File: src/core/irq_filter_pkg.sv
// constants, register map and carrier types for the external interrupt filter block
package irq_filter_pkg;

    // ----------------------------------------------------------------
    // register indices (byte address is four times the index)
    // ----------------------------------------------------------------
    localparam logic [13:0] IDX_FILTER_CTRL = 14'h3f2e;
    localparam logic [13:0] IDX_INT0_CTRL   = 14'h3fe2;
    localparam logic [13:0] IDX_INT1_CTRL   = 14'h3fe3;
    localparam logic [13:0] IDX_IRQ_STATUS  = 14'h0010;
    localparam logic [13:0] IDX_IRQ_MASK    = 14'h0011;

    // ----------------------------------------------------------------
    // field positions
    // ----------------------------------------------------------------
    localparam int NUM_CHAN        = 2;
    localparam int FC_CH0_EN       = 0;
    localparam int FC_CH0_SEL_LO   = 1;
    localparam int FC_CH1_EN       = 3;
    localparam int FC_CH1_SEL_LO   = 4;
    localparam int FC_ZC_SEL       = 7;
    localparam int IC_REQ          = 0;
    localparam int IC_IE           = 1;
    localparam int IC_EDGE         = 5;
    localparam int IC_LVL_LO       = 6;
    localparam int ST_WAKE         = 2;
    localparam int ST_BITS         = 3;

    localparam logic [7:0] FC_RW_MASK    = 8'hbf;
    localparam logic [7:0] IC_RW_MASK    = 8'he2;
    localparam logic [7:0] REG_RESET     = 8'h00;

    // ----------------------------------------------------------------
    // sampling divisors and prescaler
    // ----------------------------------------------------------------
    localparam int PRESC_W_MIN = 9;
    localparam int DIV_SEL1    = 128;
    localparam int DIV_SEL2    = 256;
    localparam int DIV_SEL3    = 512;

    typedef enum logic [1:0] {
        SMP_FULL,
        SMP_DIV1,
        SMP_DIV2,
        SMP_DIV3
    } smp_sel_t;

    typedef struct packed {
        logic     en;
        smp_sel_t sel;
    } chan_cfg_t;

    typedef struct packed {
        logic        valid;
        logic        write;
        logic [13:0] idx;
    } ahb_phase_t;

endpackage : irq_filter_pkg

File: src/core/noise_majority.sv
// three-sample agreement noise filter for one interrupt channel, all three samples must match
`timescale 1ns/1ps
`default_nettype none
module noise_majority
    import irq_filter_pkg::*;
(
    input  wire logic clk_in,
    input  wire logic arst_n_in,
    input  wire logic tick_in,
    input  wire logic en_in,
    input  wire logic din_in,
    output logic      level_out
);

    logic [1:0] hist_ff;
    logic       level_ff;
    logic       agree;

    assign agree     = (hist_ff[0] == din_in) && (hist_ff[1] == din_in);
    assign level_out = level_ff;

    // ----------------------------------------------------------------
    // sample history; frozen while disabled so re-enable resumes from the old samples
    // ----------------------------------------------------------------
    always_ff @(posedge clk_in or negedge arst_n_in) begin
        if (!arst_n_in) begin
            hist_ff <= 2'h0;
        end else if (tick_in && en_in) begin
            hist_ff <= {hist_ff[0], din_in};
        end
    end

    always_ff @(posedge clk_in or negedge arst_n_in) begin
        if (!arst_n_in) begin
            level_ff <= 1'b0;
        end else if (tick_in && en_in && agree) begin
            level_ff <= din_in;
        end
    end

    agree_update_a: assert property (@(posedge clk_in) disable iff (!arst_n_in)
        (tick_in && en_in && agree) |=> (level_ff == $past(din_in)))
        else $error("filter did not take three agreeing samples");

    disagree_hold_a: assert property (@(posedge clk_in) disable iff (!arst_n_in)
        (tick_in && !agree) |=> $stable(level_ff))
        else $error("filter moved without three agreeing samples");

    disabled_hold_a: assert property (@(posedge clk_in) disable iff (!arst_n_in)
        (!en_in) |=> ($stable(level_ff) && $stable(hist_ff)))
        else $error("disabled filter changed state");

endmodule : noise_majority
`default_nettype wire

File: src/core/ext_irq_noise_filter_wake.sv
// external interrupt conditioning: noise filters, zero-cross source, edges, wake, AHB-Lite regs
// Operation
// - select gives fosc, /128, /256, /512 sampling
// - enable bit set routes pin through filter
// - enable bit clear passes raw pin level
// - output follows three agreeing consecutive samples
// - disagreeing samples keep previous accepted level
// - filter idle during stop or halt
// - slow mode samples from slow clock ticks
// - edge detection acts on filtered signal
// - channel 0: bits 2-1 select, bit 0 enable
// - control bit 7 selects zero-cross for channel 1
// - zero-cross rising edge raises channel 1 request
// - standby: zero-cross high raises channel 1 request
// - standby: pin equal to edge flag wakes device
// - match at standby entry wakes immediately
// - control bit 5 selects edge, 1 rising
//
// The AHB-Lite slave port was decided locally.
`timescale 1ns/1ps
`default_nettype none
module ext_irq_noise_filter_wake
    import irq_filter_pkg::*;
#(
    parameter int PRESC_W = 9
) (
    input  wire logic                clk_in,
    input  wire logic                arst_n_in,
    // ahb-lite slave
    input  wire logic                hsel_in,
    input  wire logic [31:0]         haddr_in,
    input  wire logic [1:0]          htrans_in,
    input  wire logic                hwrite_in,
    input  wire logic [2:0]          hsize_in,
    input  wire logic [31:0]         hwdata_in,
    input  wire logic                hready_in,
    output logic                     hreadyout_out,
    output logic [31:0]              hrdata_out,
    output logic                     hresp_out,
    // cpu mode, same clock domain
    input  wire logic                stop_in,
    input  wire logic                halt_in,
    input  wire logic                slow_in,
    input  wire logic                slow_tick_in,
    // pins, asynchronous
    input  wire logic                int_pin_a_in,
    input  wire logic                int_pin_b_in,
    input  wire logic                zero_cross_in_b_in,
    // requests
    output logic [NUM_CHAN-1:0]      int_req_out,
    output logic                     wake_out,
    output logic                     irq_out
);

    // ----------------------------------------------------------------
    // elaboration checks
    // ----------------------------------------------------------------
    if (PRESC_W < PRESC_W_MIN) begin : g_bad_presc
        $error("PRESC_W too narrow for the largest divisor");
    end

    localparam logic [PRESC_W-1:0] MASK1 = PRESC_W'(DIV_SEL1 - 1);
    localparam logic [PRESC_W-1:0] MASK2 = PRESC_W'(DIV_SEL2 - 1);
    localparam logic [PRESC_W-1:0] MASK3 = PRESC_W'(DIV_SEL3 - 1);

    // ----------------------------------------------------------------
    // registers and state
    // ----------------------------------------------------------------
    logic [7:0]          filter_ctrl_ff;
    logic [7:0]          int0_ctrl_ff;
    logic [7:0]          int1_ctrl_ff;
    logic [ST_BITS-1:0]  status_ff;
    logic [ST_BITS-1:0]  mask_ff;
    logic [PRESC_W-1:0]  presc_ff;
    logic [2:0]          pin_meta_ff;
    logic [2:0]          pin_sync_ff;
    logic [NUM_CHAN-1:0] prev_ff;
    logic                wake_ff;
    ahb_phase_t          aph_ff;

    logic                standby;
    logic                base_en;
    logic                zc_sel;
    chan_cfg_t           cfg [NUM_CHAN];
    logic [NUM_CHAN-1:0] edge_sel;
    logic [NUM_CHAN-1:0] tick;
    logic [NUM_CHAN-1:0] ch_pin;
    logic [NUM_CHAN-1:0] filt;
    logic [NUM_CHAN-1:0] src;
    logic [NUM_CHAN-1:0] rise;
    logic [NUM_CHAN-1:0] fall;
    logic [NUM_CHAN-1:0] evt;
    logic [NUM_CHAN-1:0] lvl_match;
    logic [ST_BITS-1:0]  st_set;
    logic [ST_BITS-1:0]  st_clr;
    logic [ST_BITS-1:0]  nxt_status;
    logic                wr_data;
    logic [7:0]          wbyte;
    logic [7:0]          rd_byte;

    assign standby  = stop_in || halt_in;
    assign zc_sel   = filter_ctrl_ff[FC_ZC_SEL];
    // enable sits below the select in the register but on top of the struct
    assign cfg[0]   = chan_cfg_t'({filter_ctrl_ff[FC_CH0_EN],
                                   filter_ctrl_ff[FC_CH0_SEL_LO+1:FC_CH0_SEL_LO]});
    assign cfg[1]   = chan_cfg_t'({filter_ctrl_ff[FC_CH1_EN],
                                   filter_ctrl_ff[FC_CH1_SEL_LO+1:FC_CH1_SEL_LO]});
    assign edge_sel = {int1_ctrl_ff[IC_EDGE], int0_ctrl_ff[IC_EDGE]};

    // ----------------------------------------------------------------
    // pin synchronisers
    // ----------------------------------------------------------------
    always_ff @(posedge clk_in or negedge arst_n_in) begin
        if (!arst_n_in) begin
            pin_meta_ff <= 3'h0;
            pin_sync_ff <= 3'h0;
        end else begin
            pin_meta_ff <= {zero_cross_in_b_in, int_pin_b_in, int_pin_a_in};
            pin_sync_ff <= pin_meta_ff;
        end
    end

    assign ch_pin[0] = pin_sync_ff[0];
    assign ch_pin[1] = zc_sel ? pin_sync_ff[2] : pin_sync_ff[1];

    // ----------------------------------------------------------------
    // prescaler
    // ----------------------------------------------------------------
    // slow mode swaps the oscillator for the slow clock ticks
    assign base_en = slow_in ? slow_tick_in : 1'b1;

    always_ff @(posedge clk_in or negedge arst_n_in) begin
        if (!arst_n_in) begin
            presc_ff <= '0;
        end else if (base_en) begin
            presc_ff <= presc_ff + PRESC_W'(1);
        end
    end

    // ----------------------------------------------------------------
    // per-channel filter, path select and edge detection
    // ----------------------------------------------------------------
    for (genvar i = 0; i < NUM_CHAN; i++) begin : g_chan
        logic div_hit;

        always_comb begin
            case (cfg[i].sel)
                SMP_FULL: div_hit = 1'b1;
                SMP_DIV1: div_hit = ((presc_ff & MASK1) == MASK1);
                SMP_DIV2: div_hit = ((presc_ff & MASK2) == MASK2);
                SMP_DIV3: div_hit = ((presc_ff & MASK3) == MASK3);
                default:  div_hit = 1'b0;
            endcase
        end

        // oscillator is down in stop and halt, so no samples are taken
        assign tick[i] = base_en && div_hit && !standby;

        noise_majority u_filt (
            .clk_in    (clk_in),
            .arst_n_in (arst_n_in),
            .tick_in   (tick[i]),
            .en_in     (cfg[i].en),
            .din_in    (ch_pin[i]),
            .level_out (filt[i])
        );

        assign src[i]  = cfg[i].en ? filt[i] : ch_pin[i];
        assign rise[i] = src[i] && !prev_ff[i];
        assign fall[i] = !src[i] && prev_ff[i];

        // standby looks at the live pin level, the filter is not running
        assign lvl_match[i] = (ch_pin[i] == edge_sel[i]);
    end

    always_ff @(posedge clk_in or negedge arst_n_in) begin
        if (!arst_n_in) begin
            prev_ff <= '0;
        end else begin
            prev_ff <= src;
        end
    end

    always_comb begin
        evt[0] = edge_sel[0] ? rise[0] : fall[0];
        evt[1] = edge_sel[1] ? rise[1] : fall[1];
        if (standby) begin
            evt[0] = lvl_match[0];
            evt[1] = zc_sel ? ch_pin[1] : lvl_match[1];
        end else if (zc_sel) begin
            evt[1] = rise[1];
        end
    end

    // ----------------------------------------------------------------
    // wake request
    // ----------------------------------------------------------------
    // level based, so a match already present at entry wakes at once
    always_ff @(posedge clk_in or negedge arst_n_in) begin
        if (!arst_n_in) begin
            wake_ff <= 1'b0;
        end else begin
            wake_ff <= standby && (|evt);
        end
    end

    assign wake_out = wake_ff;

    // ----------------------------------------------------------------
    // ahb-lite slave: zero wait, always okay
    // ----------------------------------------------------------------
    always_ff @(posedge clk_in or negedge arst_n_in) begin
        if (!arst_n_in) begin
            aph_ff <= '0;
        end else if (hready_in) begin
            aph_ff.valid <= hsel_in && htrans_in[1];
            aph_ff.write <= hwrite_in;
            aph_ff.idx   <= haddr_in[15:2];
        end
    end

    assign wr_data = aph_ff.valid && aph_ff.write;
    assign wbyte   = hwdata_in[7:0];

    always_ff @(posedge clk_in or negedge arst_n_in) begin
        if (!arst_n_in) begin
            filter_ctrl_ff <= REG_RESET;
        end else if (wr_data && aph_ff.idx == IDX_FILTER_CTRL) begin
            filter_ctrl_ff <= wbyte & FC_RW_MASK;
        end
    end

    always_ff @(posedge clk_in or negedge arst_n_in) begin
        if (!arst_n_in) begin
            int0_ctrl_ff <= REG_RESET;
            int1_ctrl_ff <= REG_RESET;
        end else if (wr_data && aph_ff.idx == IDX_INT0_CTRL) begin
            int0_ctrl_ff <= wbyte & IC_RW_MASK;
        end else if (wr_data && aph_ff.idx == IDX_INT1_CTRL) begin
            int1_ctrl_ff <= wbyte & IC_RW_MASK;
        end
    end

    always_ff @(posedge clk_in or negedge arst_n_in) begin
        if (!arst_n_in) begin
            mask_ff <= '0;
        end else if (wr_data && aph_ff.idx == IDX_IRQ_MASK) begin
            mask_ff <= wbyte[ST_BITS-1:0];
        end
    end

    // ----------------------------------------------------------------
    // sticky status, write one to clear; a new event beats the clear
    // ----------------------------------------------------------------
    assign st_set = {wake_ff, evt};
    assign st_clr = (wr_data && aph_ff.idx == IDX_IRQ_STATUS) ? wbyte[ST_BITS-1:0] : '0;
    assign nxt_status = (status_ff & ~st_clr) | st_set;

    always_ff @(posedge clk_in or negedge arst_n_in) begin
        if (!arst_n_in) begin
            status_ff <= '0;
        end else begin
            status_ff <= nxt_status;
        end
    end

    always_comb begin
        case (aph_ff.idx)
            IDX_FILTER_CTRL: rd_byte = filter_ctrl_ff;
            IDX_INT0_CTRL:   rd_byte = int0_ctrl_ff | {7'h00, status_ff[0]};
            IDX_INT1_CTRL:   rd_byte = int1_ctrl_ff | {7'h00, status_ff[1]};
            IDX_IRQ_STATUS:  rd_byte = {5'h00, status_ff};
            IDX_IRQ_MASK:    rd_byte = {5'h00, mask_ff};
            default:         rd_byte = 8'h00;
        endcase
    end

    // read mux of flops; a write just before a read is seen at once
    assign hrdata_out    = (aph_ff.valid && !aph_ff.write) ? {24'h000000, rd_byte} : 32'h0;
    assign hreadyout_out = 1'b1;
    assign hresp_out     = 1'b0;

    assign int_req_out = status_ff[NUM_CHAN-1:0] &
                         {int1_ctrl_ff[IC_IE], int0_ctrl_ff[IC_IE]};
    assign irq_out     = |(status_ff & mask_ff);

    // ----------------------------------------------------------------
    // checks
    // ----------------------------------------------------------------
    sel_div_tick_a: assert property (@(posedge clk_in) disable iff (!arst_n_in)
        (tick[0] && cfg[0].sel == SMP_DIV2) |-> ((presc_ff & MASK2) == MASK2))
        else $error("divided sample tick off its prescaler phase");

    filter_path_a: assert property (@(posedge clk_in) disable iff (!arst_n_in)
        cfg[1].en |-> (src[1] == filt[1]))
        else $error("enabled channel bypassed its filter");

    bypass_path_a: assert property (@(posedge clk_in) disable iff (!arst_n_in)
        (!cfg[0].en) |-> (src[0] == pin_sync_ff[0]))
        else $error("disabled filter not bypassed");

    standby_freeze_a: assert property (@(posedge clk_in) disable iff (!arst_n_in)
        standby |=> $stable(filt))
        else $error("filter sampled during stop or halt");

    slow_tick_a: assert property (@(posedge clk_in) disable iff (!arst_n_in)
        (slow_in && !slow_tick_in) |-> (tick == '0))
        else $error("slow mode sampled without a slow tick");

    edge_req_a: assert property (@(posedge clk_in) disable iff (!arst_n_in)
        (!standby && edge_sel[0] && $rose(src[0])) |=> status_ff[0])
        else $error("rising edge of filtered level gave no request");

    ctrl_write_a: assert property (@(posedge clk_in) disable iff (!arst_n_in)
        (wr_data && aph_ff.idx == IDX_FILTER_CTRL)
        |=> (cfg[0] == chan_cfg_t'({$past(wbyte[FC_CH0_EN]),
                                    $past(wbyte[FC_CH0_SEL_LO+1:FC_CH0_SEL_LO])})))
        else $error("channel 0 filter config not taken from written byte");

    zc_route_a: assert property (@(posedge clk_in) disable iff (!arst_n_in)
        zc_sel |-> (ch_pin[1] == pin_sync_ff[2]))
        else $error("zero-cross not routed to channel 1");

    zc_rise_a: assert property (@(posedge clk_in) disable iff (!arst_n_in)
        (!standby && zc_sel && rise[1]) |=> status_ff[1])
        else $error("zero-cross rising edge lost");

    zc_level_a: assert property (@(posedge clk_in) disable iff (!arst_n_in)
        (standby && zc_sel && ch_pin[1]) |=> status_ff[1])
        else $error("standby zero-cross high gave no request");

    wake_match_a: assert property (@(posedge clk_in) disable iff (!arst_n_in)
        (standby && ch_pin[0] == edge_sel[0]) |=> wake_ff ##1 status_ff[ST_WAKE])
        else $error("standby level match did not wake");

    wake_entry_a: assert property (@(posedge clk_in) disable iff (!arst_n_in)
        ($rose(standby) && lvl_match[0]) |=> wake_out)
        else $error("match at standby entry did not wake at once");

    fall_edge_a: assert property (@(posedge clk_in) disable iff (!arst_n_in)
        (!standby && !edge_sel[0] && fall[0]) |=> status_ff[0])
        else $error("falling edge select ignored");

    cov_filtered_edge: cover property (@(posedge clk_in) cfg[0].en && rise[0] && !standby);
    cov_zc_request: cover property (@(posedge clk_in) zc_sel && rise[1] && !standby);
    cov_wake: cover property (@(posedge clk_in) standby ##1 wake_ff);
    cov_irq: cover property (@(posedge clk_in) irq_out);

endmodule : ext_irq_noise_filter_wake
`default_nettype wire

File: config.mk
export PLATFORM = sky130hd
export DESIGN_NAME = ext_irq_noise_filter_wake
export DESIGN_NICKNAME = d
export VERILOG_FILES = /design/src/core/irq_filter_pkg.sv /design/src/core/noise_majority.sv /design/src/core/ext_irq_noise_filter_wake.sv
export SDC_FILE = /design/constraint.sdc
export NUM_CORES = 1
export LEC_CHECK = 0
export ABC_AREA = 1
export BUFFER_PORTS_ARGS = -buffer_cell sky130_fd_sc_hd__buf_2
export CAP_MARGIN = 20
export CORE_MARGIN = 1.5
export CORE_UTILIZATION = 54
export CTS_CLUSTER_SIZE = 30
export DETAILED_ROUTE_END_ITERATION = 8
export GPL_TIMING_DRIVEN = 0
export HOLD_SLACK_MARGIN = 0.03
export MAX_ROUTING_LAYER = met4
export PLACE_DENSITY = 0.86
export SYNTH_ARGS = -nofsm -noshare
export SYNTH_HDL_FRONTEND = slang
export SYNTH_SLANG_ARGS = --single-unit
File: constraint.sdc
create_clock -name clk_in -period 3.3 [get_ports clk_in]
set_clock_uncertainty 0.2 [all_clocks]
set_input_delay 0.66 -clock clk_in [delete_from_list [all_inputs] [get_ports clk_in]]
set_output_delay 0.66 -clock clk_in [all_outputs]
set_load 0.03 [all_outputs]
Yosys cells after proc, flatten, opt, wreduce, memory -nomap -nowiden
Index checks and enable logic that the tools add are counted.
- equality and inequality tests: 20
- muxes and demuxes: 15
- bitwise operators: 8
- $add $sub $neg: 1
- reduce and logical (&&, ||, !) cells: 35
- operators with widths (kind ; number):
    $eq 14x14->1 const B ; 3
    $pmux 8 s5 ; 1
    $eq 14x5->1 const B ; 2
    $logic_and 1x1->1 ; 23
    $or 8x1->8 ; 2
    $mux 1 ; 10
    $add 9x1->9 const B ; 1
    $eq 9x9->1 const B ; 1
    $eq 2x2->1 const B ; 4
    $eq 8x8->1 const B ; 1
    $mux 8 ; 1
    $pmux 1 s4 ; 2
    $eq 7x7->1 const B ; 1
    $and 3x3->3 ; 2
    $eq 1x1->1 ; 6
    $logic_not 1->1 ; 6
    $eq 2x1->1 const B ; 2
    $logic_not 2->1 ; 2
    $mux 3 ; 1
    $not 3->3 ; 1
    $or 3x3->3 ; 1
    $reduce_or 3->1 ; 1
    $and 2x2->2 ; 1
    $reduce_and 2->1 ; 1
    other kinds (3) ; 3
- input bits: 81
- word-level logic and storage cells: 96
- output and inout port bits: 38
- bits in registers: 61

Depth between registers and ports, before layout
- word-level depth: 9
- mapped depth: 13
- mapped depth without buffers: 13

Modules after synthesis
A second synthesis with hierarchy kept.
- cells, all modules: 379
- area total of the unflattened synthesis: 3200.6 um2
- modules (own cells, without submodules) (module ; seq. area each (um2) ; cells an instance ; area each (um2) ; times used):
    ext_irq_noise_filter_wake ; 1376.3 ; 349 ; 2942.8 ; 1
    noise_majority ; 75.1 ; 15 ; 128.9 ; 2

Worst setup path before layout
Ideal clock, no wire load.
- kind: register to output
- start: reg aph_ff[4] (netlist bit)
- end: out hrdata_out[4]
- data required time: 2440 ps
- buffers on the path: 0
- slack: 874 ps
- stages on the path, launching flop included: 6
- arrival: 1566 ps
- cell sequence: dfrtp_1 -> nor2_2 -> nand2_1 -> nor2_4 -> nand2_4 -> nor3b_1
- cells in the longest elaborated chain, start to end: 3
- elaborated cells between the ends (all ways): 7
- those cells by class: 5 x eq/ne; 2 x mux
- RTL lines (element ; RTL line ; RTL):
    from (decl) ; ext_irq_noise_filter_wake.sv:79 ; ahb_phase_t aph_ff;
    $eq 14x5->1 / $eq 14x14->1 (equally long branches) ; ext_irq_noise_filter_wake.sv:268 ; case (aph_ff.idx)
    $pmux 8 s5 (*) ; ext_irq_noise_filter_wake.sv:268 ;
    $mux 8 (*) ; ext_irq_noise_filter_wake.sv:279 ; assign hrdata_out = (aph_ff.valid && !aph_ff.write) ? {24'h000000, rd_byte} : 32'h0;
    to (decl) ; ext_irq_noise_filter_wake.sv:38 ; output logic [31:0] hrdata_out,
Mark *: on every way between the ends. The rest lies on a longest branch, timed or not.

Final worst setup path
- start: reg aph_ff[6] (netlist bit)
- end: out hrdata_out[0]
Same word-level chain as after synthesis.

==> flow_metrics.tcl <==
set metrics [dict create \
    yosys-top-cells-area "dfrtp_1 (47%), nand2_1 (11%), buf_4 (6.0%)" \
    clk_root_buffer_cell "clkbuf_8" \
    yosys.area.top_type_share_pct 46.9 \
    grt_pass1_vias 2563 \
    worst_pin_slew_ns 0.725 \
    hold_class "reg2reg" \
    worstPathCellList "nor2_1 -> nand3_1 -> nor2_2 -> nand2_1 -> nand3_2 -> o21bai_4 -> nor2_2 -> buf_2" \
    cts_buffer_depth 2 \
    grt-ovfl-total 0 \
    antenna_found_initial 0 \
    power_density_mw_per_mm2 471 \
    synth_top_area_cell "dfrtp_1" \
    yosys_warnings 0 \
    seq_area_frac_synth_pct 46.9 \
    synth-seq-cells 61 \
    setup_tns_ns 0 \
    port-buffer-count 46 \
    netlist_instances 386 \
    vias_per_cell 4.80 \
    crit_top_cell "nor2_2" \
    cts_resized 0 \
    cts_hold_buffers 0 \
    start_util_pct 55.6 \
    rows 28 \
    power_leakage_nw 2.09 \
    dr.first_iter.drc_count 110 \
    ys_types 35 \
    crit_buf_inv 1 \
    cts_setup_buffers 0 \
    cpPeakStageDelay_ns 0.40 \
    hpwl_um 4950 \
    maxCapViolCount 0 \
    nets 551 \
    vdd_drop_max_v 0.000342 \
    crit_fanout 6 \
    status "finished, final reports clean" \
    drc 0 \
    setup-violations-final 0 \
    syn_area_sq_mm 0.00325 \
    cp-end-kind "output pin" \
    antenna_cells 0 \
    fin_crit_sh_pct 85.2 \
    groute.usage.overall_pct 22.8 \
    slowest_stage "dfrtp_1" \
    wl_um 6450 \
    critPathKind "reg2out" \
    routabilityCongestion 0.879 \
    cts_max_level 3 \
    wl_per_cell_um 11.8 \
    max_freq_ghz 0.356 \
    total_power_w 0.00184 \
    die_y_um 80.6 \
    path_clk_slew_ns 0.06 \
    cts-buffers-inserted 9 \
    clock_latency_ns 0.33 \
    core_sq_mm 0.00585 \
    drive_gt1_share_pct 29.8 \
    pin_count 119 \
    cts_sinks 61 \
    grt_pass1_wl_um 10900 \
    slew_headroom_pct 51.6 \
    drv_slew 0 \
    ant_nets 0 \
    cts_tree "yes" \
    grt_max_degree 33 \
    firstDrtPassIters 4 \
    area_growth_pct 19.8 \
    rsz0062_at_grt "false" \
    die-area_sq_mm 0.00650 \
    required_ns 2.44 \
    timing.critical_path.from_type "register" \
    worstPathArrival_ns 1.95 \
    min_period_ns 2.81 \
    syn_area_per_cell_sq_um 8.43 \
    dieWidth_um 80.6 \
    hold_violations 0 \
    vias 2630 \
    critPathTopFamily "simple AND/OR/NAND/NOR gates" \
]
[layout make-up]
| type | count | area [sq um] |
|---|---|---|
| Timing Repair Buffer | 47 | 250 |
| Sequential cell | 61 | 1530 |
| Clock buffer | 12 | 165 |
| Inverter | 48 | 185 |
| Fill cell | 497 | 1950 |
| Multi-Input combinational cell | 272 | 1420 |
| Buffer | 29 | 215 |
| Clock inverter | 4 | 45.0 |
| Tap cell | 75 | 93.8 |
[logic make-up after synthesis]
group                    share of synthesized area [%]
buffers and inverters                             12.3
AND/OR/NAND/NOR                                   25.8
multiplexers                                      3.12
flip-flops                                        46.9
other                                            0.231
AO/OA/AOI/OAI                                     8.96
XOR/XNOR                                          1.88
adder cells (fa/ha/maj)                          0.769
[Yosys cell counts]
library cell	instances
o21ai_0	12
a21boi_1	1
nor3_1	6
nand4_2	1
inv_2	6
clkbuf_1	1
mux2_2	9
nor2_1	22
o21ai_1	22
nand2_2	7
buf_4	26
nand3_1	24
ha_1	2
inv_1	41
nor2_4	3
conb_1	2
nor3b_1	1
a21boi_0	1
buf_2	1
a21oi_1	7
o21ai_2	5
buf_6	1
nand2_1	92
nand4_1	4
clkinv_4	1
nand3_2	2
a31o_1	1
nand2_4	2
dfrtp_1	61
nand3b_1	1
xnor2_1	5
nor2_2	11
xor2_1	2
nor3_2	2
o21bai_4	1
[layer usage]
metal	vias up	GRT usage [%]	wire length, um
met5	-	-	0
met4	0	8.97	78
met3	7	4.66	296
met2	62	37.6	3170
met1	1219	27.4	2910
li1	1342	-	-
[power by group]
part | internal [W] | switching [W]
combinational | 0.000111 | 0.000156
sequential | 0.000816 | 0.0000646
clock | 0.000407 | 0.000282
[cell usage in the layout, fill, tap and decap left out, drive strengths merged]
cell type / count
clkbuf: 13
nand3: 26
dfrtp: 61
mux2: 9
inv: 47
a21boi: 2
conb: 26
o21bai: 1
nor3: 8
nand3b: 1
nand4: 5
nor3b: 1
ha: 2
xnor2: 5
nand2: 101
bufinv: 1
xor2: 2
nor2: 36
a21oi: 7
o21ai: 39
buf: 75
a31o: 1
clkinv: 4
[path summary, 6_finish.rpt]
path	startpoint	end	slack, ns	cells past startpoint
max in group asynchronous	arst_n_in	int1_ctrl_ff[7]	2.10	2
min in group asynchronous	arst_n_in	presc_ff[2]	0.18	1
worst min-delay path	pin_meta_ff[2]	pin_sync_ff[2]	0.15	0
worst min register to register	pin_meta_ff[2]	pin_sync_ff[2]	0.15	0
worst max-delay path	aph_ff[6]	hrdata_out[0]	0.49	8
worst max register to register	presc_ff[0]	g_chan[0].u_filt.hist_ff[0]	1.28	13
[flip-flops by register name (all words and copies together) (netlist names)]
name and cells:
aph_ff 16, presc_ff 9, filter_ctrl_ff 7, g_chan.u_filt.hist_ff 4
int0_ctrl_ff 4, int1_ctrl_ff 4, mask_ff 3, pin_meta_ff 3
pin_sync_ff 3, status_ff 3, g_chan.u_filt.level_out 2, prev_ff 2
wake_out 1
[stage by stage]
stage	hold WS [ns]	cells	setup WS, ns	utilization [%]	area, sq um
after global routing	0.160	548	0.304	66.6	3900
after global placement	0.133	531	0.876	62.7	3670
after CTS	0.159	548	0.479	66.6	3900
after detailed placement	0.144	532	0.841	63.0	3690
final	0.153	548	0.488	66.6	3900
after floorplan	0.131	410	0.874	-	3340
No activity file was read; power rests on OpenSTA's default activity.
